===== src/design/irq_agg_defs.svh =====
`ifndef IRQ_AGG_DEFS_SVH
`define IRQ_AGG_DEFS_SVH

// Register offsets
`define IRQ_CONTROL_OFFSET 8'h23
`define IRQ_STATUS_OFFSET 8'h24

// Field positions shared by the control and status registers
`define IRQ_GLOBAL_BIT 7
`define IRQ_TX_BIT 4
`define IRQ_RX_MSB 3
`define IRQ_RX_LSB 0

// Reset values
`define IRQ_CONTROL_RESET 8'h00
`define IRQ_PENDING_RESET 5'h00

// Writable mask of the control register (bits 7, 5, 4, 3:0)
`define IRQ_CONTROL_WMASK 8'hbf

`endif


===== src/design/irq_agg_pkg.sv =====
package irq_agg_pkg;

   // Event inputs from the sources
   typedef struct packed {
      logic tx_event;
      logic [3:0] rx_event;
   } src_event_s;

   // Read-to-clear strobes from the sources' own status registers
   typedef struct packed {
      logic tx_status_read;
      logic [3:0] rx_status_read;
   } src_clear_s;

   // Register bus request
   typedef struct packed {
      logic [7:0] addr;
      logic [7:0] wdata;
      logic wr;
      logic rd;
   } reg_req_s;

endpackage


===== src/design/hub_interrupt_aggregator.sv =====
// Strobed register access is this design's own decision.
`timescale 1ns/1ps
`include "irq_agg_defs.svh"

module hub_interrupt_aggregator (
   input wire logic mclk_in,
   input wire logic reset_in,
   input wire irq_agg_pkg::reg_req_s req_in,
   input wire irq_agg_pkg::src_event_s event_in,
   input wire irq_agg_pkg::src_clear_s clear_in,
   output logic [7:0] rdata_out,
   output logic irq_out
);

   // Address match shared by the write and the read decoders
   function automatic logic reg_hit(input logic [7:0] addr,
      input logic [7:0] offset);
      reg_hit = (addr == offset);
   endfunction

   // One pending bit: a set beats a clear, so no event is lost to a race
   function automatic logic pending_merge(input logic held,
      input logic set_ev, input logic clr);
      pending_merge = set_ev | (held & ~clr);
   endfunction

   // Stored control register; reserved bit 6 is never stored
   logic [7:0] control_q;
   logic [7:0] control_d;

   // Held pending bits: bit 4 transmit, bits 3..0 receive ports
   logic [4:0] pending_q;
   logic [4:0] pending_d;

   // Per-source enables and the global gate of the pin
   logic [4:0] enables;
   logic global_enable;

   // Summary as it stands now and with the pending bits it will hold after this edge
   logic summary;
   logic summary_d;

   // Register selects, already qualified by their strobes
   logic control_wr;
   logic control_rd;
   logic status_rd;

   // Read path words
   logic [7:0] status_word;
   logic [7:0] read_word;
   logic [7:0] rdata_d;

   // Pin value ahead of its flip-flop
   logic irq_d;

   // Register selects; the status register takes no writes at all
   assign control_wr = req_in.wr
      && reg_hit(req_in.addr, `IRQ_CONTROL_OFFSET);
   assign control_rd = req_in.rd
      && reg_hit(req_in.addr, `IRQ_CONTROL_OFFSET);
   assign status_rd = req_in.rd
      && reg_hit(req_in.addr, `IRQ_STATUS_OFFSET);

   // Next control value; the mask keeps reserved bit 6 at zero
   // while reserved bit 5 is kept and read back as plain storage
   always_comb begin
      control_d = control_q;
      if (control_wr) begin
         control_d = req_in.wdata & `IRQ_CONTROL_WMASK;
      end
   end

   // Control register
   always_ff @(posedge mclk_in) begin
      if (reset_in) begin
         control_q <= `IRQ_CONTROL_RESET;
      end else begin
         control_q <= control_d;
      end
   end

   // Per-source enables: bit 4 transmit, bits 3..0 receive ports
   assign enables = {control_q[`IRQ_TX_BIT],
      control_q[`IRQ_RX_MSB:`IRQ_RX_LSB]};

   // Global gate; it only masks the pin, never the summary
   assign global_enable = control_q[`IRQ_GLOBAL_BIT];

   // Next pending bits from events and read-to-clear strobes.
   // A clear strobe comes from a read of the source's own status
   // register; if the source raises a fresh event in that very cycle
   // the bit must stay set, or the host would miss the new cause.
   always_comb begin
      pending_d = pending_q;
      pending_d[`IRQ_TX_BIT] = pending_merge(pending_q[`IRQ_TX_BIT],
         event_in.tx_event, clear_in.tx_status_read);
      for (int i = `IRQ_RX_LSB; i <= `IRQ_RX_MSB; i++) begin
         pending_d[i] = pending_merge(pending_q[i],
            event_in.rx_event[i], clear_in.rx_status_read[i]);
      end
   end

   // Pending register
   always_ff @(posedge mclk_in) begin
      if (reset_in) begin
         pending_q <= `IRQ_PENDING_RESET;
      end else begin
         pending_q <= pending_d;
      end
   end

   // Summary of the held pending bits, blind to the global enable
   assign summary = |(pending_q & enables);

   // Summary looked ahead one cycle so the pin moves with status bit 7
   // after an event or a clear; a control write reaches the pin one
   // cycle after it reaches the status bit
   assign summary_d = |(pending_d & enables);

   // Status word: summary, two reserved zeros, the five pending bits
   assign status_word = {summary, 2'h0, pending_q};

   // Read multiplexer; unmapped addresses read as zero
   always_comb begin
      read_word = 8'h00;
      if (control_rd) begin
         read_word = control_q;
      end else if (status_rd) begin
         read_word = status_word;
      end
   end

   // Read data stands only in the cycle after the strobe, else zero,
   // so a host that samples late sees zero rather than stale data
   assign rdata_d = req_in.rd ? read_word : 8'h00;

   // Read data register
   always_ff @(posedge mclk_in) begin
      if (reset_in) begin
         rdata_out <= 8'h00;
      end else begin
         rdata_out <= rdata_d;
      end
   end

   // Pin value: global enable AND the summary to come
   assign irq_d = summary_d & global_enable;

   // Interrupt pin, straight from a flip-flop to avoid glitches
   always_ff @(posedge mclk_in) begin
      if (reset_in) begin
         irq_out <= 1'b0;
      end else begin
         irq_out <= irq_d;
      end
   end

   // Limitation: the source status registers live outside this block;
   // their reads arrive here only as one-cycle clear strobes, and a
   // strobe that is held high clears the bit again every cycle, so an event stays set for one cycle only.

endmodule


===== config.mk =====
export PLATFORM = sky130hd
export DESIGN_NAME = hub_interrupt_aggregator
export DESIGN_NICKNAME = d
export VERILOG_FILES = /design/src/design/irq_agg_pkg.sv /design/src/design/hub_interrupt_aggregator.sv
export VERILOG_INCLUDE_DIRS = /design/src /design/src/design
export SDC_FILE = /design/constraint.sdc
export NUM_CORES = 1
export LEC_CHECK = 0
export BUFFER_PORTS_ARGS = -buffer_cell sky130_fd_sc_hd__clkbuf_2
export CORE_ASPECT_RATIO = 0.8
export CORE_MARGIN = 3
export CORE_UTILIZATION = 44
export CTS_CLUSTER_DIAMETER = 120
export CTS_CLUSTER_SIZE = 12
export DETAILED_ROUTE_END_ITERATION = 12
export GPL_ROUTABILITY_DRIVEN = 0
export PLACE_DENSITY_LB_ADDON = 0.1
export RECOVER_POWER = 25
export SLEW_MARGIN = 20
export SYNTH_ARGS = -nofsm -noshare
export SYNTH_HDL_FRONTEND = slang
export SYNTH_SLANG_ARGS = --single-unit

===== constraint.sdc =====
create_clock -name mclk_in -period 1.9 [get_ports mclk_in]
set_clock_uncertainty 0.1 [all_clocks]
set_input_delay 0.095 -clock mclk_in [delete_from_list [all_inputs] [get_ports mclk_in]]
set_output_delay 0.095 -clock mclk_in [all_outputs]
set_load 0.005 [all_outputs]

Word level (Yosys, flattened, before mapping)
Index checks and enable logic that the tools add are counted.
{"block": "totals", "out_inout_bits": 9, "ff_bits": 21, "in_bits": 30}
{"block": "classes", "n_bitwise": 19, "n_mux": 2, "n_eq_ne": 2, "n_reduce_logical": 7}
{"operator": "$eq 8x6->1 const B", "n": 2}
{"operator": "$mux 8", "n": 2}
{"operator": "$and 5x5->5", "n": 2}
{"operator": "$reduce_or 5->1", "n": 2}
{"operator": "$and 1x1->1", "n": 6}
{"operator": "$not 1->1", "n": 6}
{"operator": "$or 1x1->1", "n": 5}
{"operator": "$logic_and 1x1->1", "n": 3}
{"operator": "$reduce_or 3->1", "n": 1}
{"operator": "$reduce_or 2->1", "n": 1}

Depth between registers and ports, before layout
{"block": "logic_depth", "ltp_word": 6, "ltp_mapped": 6}

Worst setup path before layout
Ideal clock, no wire load.
{"block": "synth_timing", "kind": "in2reg", "startpoint": "in req_in[13] (netlist bit)", "endpoint": "reg control_q[0]", "t_required_ns": 1.668, "slack_ns": 0.378, "cell_stages": 5, "arrival_ns": 1.290, "path_buffers": 1, "path_cell_list": "or4_4 > or4_1 > clkbuf_2 > nand2_1 > a21oi_1"}
{"block": "synth_between", "elab_chain_cells": 2}
{"element": "start: declaration", "line": "hub_interrupt_aggregator.sv:8", "text": "input wire irq_agg_pkg::reg_req_s req_in,"}
{"element": "$eq 8x6->1", "line": "hub_interrupt_aggregator.sv:18", "text": "reg_hit = (addr == offset);"}
{"element": "$logic_and 1x1->1", "line": "hub_interrupt_aggregator.sv:57", "text": "assign control_wr = req_in.wr"}
{"element": "end signal: assignment", "line": "hub_interrupt_aggregator.sv:76", "text": "control_q <= `IRQ_CONTROL_RESET;"}
{"element": "end signal: assignment", "line": "hub_interrupt_aggregator.sv:78", "text": "control_q <= control_d;"}
{"element": "end: declaration", "line": "hub_interrupt_aggregator.sv:28", "text": "logic [7:0] control_q;"}
Every way passes these cells.
A chain may end at the register's enable or synchronous reset.

Final worst setup path
{"block": "layout_timing", "startpoint": "in event_in[4] (netlist bit)", "endpoint": "reg pending_q[4]"}
{"block": "layout_between", "elab_chain_cells": 1}
{"element": "start: declaration", "line": "hub_interrupt_aggregator.sv:9", "text": "input wire irq_agg_pkg::src_event_s event_in,"}
{"element": "$or 1x1->1", "line": "hub_interrupt_aggregator.sv:24", "text": "pending_merge = set_ev | (held & ~clr);"}
{"element": "end signal: assignment", "line": "hub_interrupt_aggregator.sv:106", "text": "pending_q <= `IRQ_PENDING_RESET;"}
{"element": "end signal: assignment", "line": "hub_interrupt_aggregator.sv:108", "text": "pending_q <= pending_d;"}
{"element": "end: declaration", "line": "hub_interrupt_aggregator.sv:32", "text": "logic [4:0] pending_q;"}
Every way passes these cells.

==> results.md <==
* RSZ-0062 raised after global routing: no
* Final WL at 2.09 mm
* Clock root cell: clkbuf_4
* Clock buffer count from CTS at 3
* Post-CTS sizing at 0
* # rows at 13
* CTS tree: yes
* Data arrival time of the worst path at 1.54 ns
* Average wire per standard cell at 12.5 um
* Slowest stage delay, CP at 0.59 ns
* Post-synthesis xor/xnor area fraction at 0%
* Mapped Cells at 95
* Combinational family with the most area after synthesis: simple AND/OR/NAND/NOR gates
* Synthesized flop and latch total at 20
* Final Setup Violations at 0
* Post-CTS Hold Fix Bufs at 15
* LEAKAGE at 0.512 nW
* Top FF cell, synth: dfxtp_1
* Top layer in use: met4
* Hold Path Class: input port to flip-flop
* Nets@finish at 176
* Setup bufs post-CTS at 0
* Final hold vios at 0
* Largest area contributor in the netlist: dfxtp_1
* Total GRT Usage at 19.9%
* Adder-cell area share of the yosys netlist at 0%
* Input/output buffers at 36
* Critical path's slowest cell: dlygate4sd3_1
* Setup TNS at 0 ns
* Min Clock Period, post-route at 1.44 ns
* Avg Inst Size Synth at 8.78 um2
* Ys Warns at 0
* Ys async rst share at 0%
* Diode count at 0
* Antenna Nets Post-Route at 0
* Worst-path clk slew at 0.12 ns
* Metal2 WL at 1.05 mm
* Vias in the first global route at 784
* Share of the synthesized area in the top cell type at 48.0%
* F_max at 695 MHz
* Vias/cell at 5.08
* Die width at 54.7 um
* Hold Path Stages at 3
* First-pass GRT wire length at 3.48 mm
* Slew @ Worst Pin at 0.516 ns
* Initial antenna violation count at 0
* Ranking of synthesized cells by area: dfxtp_1 48%, a32oi_1 6.3%, a21oi_1 6.0%, nor2_1 4.5%, nand3_1 4.2%
* Top post-synthesis cells by count: 20 x dfxtp_1, 10 x a21oi_1, 10 x nor2_1
* Status: finished clean
* Post-synthesis mux area share at 0%
* Routed vias at 848
* Maximum vdd ir drop at 0.508 mV
* Count leader, synth: dfxtp_1
* Register-to-Register Path Depth at 3
* Critical path launch point type: input port
* Yosys cell types at 25
* Ports at 39
* CTS sink cnt at 20
* WL met1 at 888 um
* Worst skew pair latency at 0.30 ns
* Grt total ovfl at 0
* Period utilization at 75.7%
* Crit path max fanout at 2
* Share of post-route cells with drive strength above 1 at 29.0%
* Area after DPL at 0.00102 mm2
* Max cap viols at 0
* First drt pass iteration count at 4
* Cell Pwr Density at 707 mW/mm2
* Crit path kind: input port to flip-flop
* Simple-Gate Fraction of Synth Area at 24.3%
* Max transition margin at 65.5%
* 1st-iter DRT viols at 9
* Synth Area in Compound Gates at 20.4%
* Seq/Total Area, Yosys at 48.0%
* Number of synthesized flops with an enable pin at 0
* Clock buffer depth at 2
* Detailed placer's ending HPWL at 1.43 mm
* Fin area at 0.00122 mm2
* DIE AREA at 0.00246 mm2
* H-Tree Depth at 1
* DR WL met3 at 130 um
* Syn nets at 125
* Most used cell, CP: dlygate4sd3_1
* Area growth from synthesis to layout at 45.7%
* Final Max Slew Viols at 0
* FILL cells at 151
* Largest net degree at the start of global routing at 16
* Crit path required time at 2.00 ns
* Mapped Area at 835 um2
* Core ar. at 0.00171 mm2
* Starting density of the core at 48.9%
* CP cell instances: dlygate4sd3_1 -> clkbuf_2 -> a21oi_1 -> dlygate4sd3_1 -> nor2_1
* Die Ht at 45.0 um
* CP endpoint kind: flip-flop
* Drt drc at 0
[power breakdown]
group          internal (mW)  total, mW  switching (mW)
registers              0.426      0.432         0.00590
clock network          0.213      0.339           0.126
logic                 0.0531     0.0890          0.0359
total                  0.693      0.860           0.168
[state kept, by name, summed over array words and instances, names as in the netlist]
| name | flops |
|---|---|
| pending_q | 5 |
| irq_out | 1 |
| rdata_out | 7 |
| control_q | 7 |
[path summary, 6_finish.rpt]
kind,start,end,slack [ns]
worst min-delay path,clear_in[0],pending_q[0],0.03
worst min register to register,control_q[5],control_q[5],0.36
worst max-delay path,event_in[4],pending_q[4],0.46
worst max register to register,pending_q[1],pending_q[1],0.54
[cells in the final DEF, fill, tap and decap left out]
master / n
buf_1: 1
o21ba_2: 2
clkbuf_2: 32
o221a_2: 1
inv_1: 7
buf_4: 1
or4_4: 1
a21oi_1: 10
nor4bb_1: 2
nand2b_1: 3
nor3_4: 1
nand2_1: 9
dlygate4sd3_1: 15
or4_1: 1
bufinv_16: 1
clkbuf_1: 3
a22oi_1: 1
o21ai_0: 2
a222oi_1: 1
dfxtp_1: 20
and4b_1: 1
conb_1: 1
nor2_1: 10
nor2b_1: 2
clkbuf_4: 3
a311oi_1: 1
nand3_1: 7
a32oi_1: 6
[critical path, delay by kind of cell]
family	cells	cell delay, ns
simple gates	1	0.04
buf+inv	3	1.24
compound gates	1	0.16
[stage by stage]
step	utilization, %	worst slack [ns]	total power [mW]	std cells	hold slack, ns
2_1_floorplan	-	0.378	0.469	95	0.0717
3_3_place_gp	59.6	0.181	0.501	148	0.217
3_5_place_dp	59.6	0.175	0.502	148	0.227
4_1_cts	71.5	0.509	0.868	167	0.0204
5_1_grt	71.2	0.427	0.897	167	0.0161
6_report	71.2	0.461	0.860	167	0.0317
[cell families (layout without fill, tap and decap cells)]
group / count (synthesis) / count (layout)
buf+inv: 13 / 63
other cells: 1 / 1
flops: 20 / 20
simple gates: 37 / 37
compound gates: 24 / 24
[metal layers]
metal | GRT usage [%] | vias to the layer above
met5 | 0 | -
met1 | 24.6 | 383
met3 | 6.60 | 4
li1 | - | 435
met4 | 5.47 | 0
met2 | 32.8 | 26
[layout make-up]
cell class	count	area (um2)	share of cell area [%]
Sequential cell	20	400	32.9
Multi-Input combinational cell	62	377	31.0
Timing Repair Buffer	52	333	27.4
Clock inverter	1	30.0	2.47
Tap cell	22	27.5	2.26
Inverter	7	26.3	2.16
Clock buffer	3	22.5	1.85
Note: power is estimated with default switching activity, not from simulation.
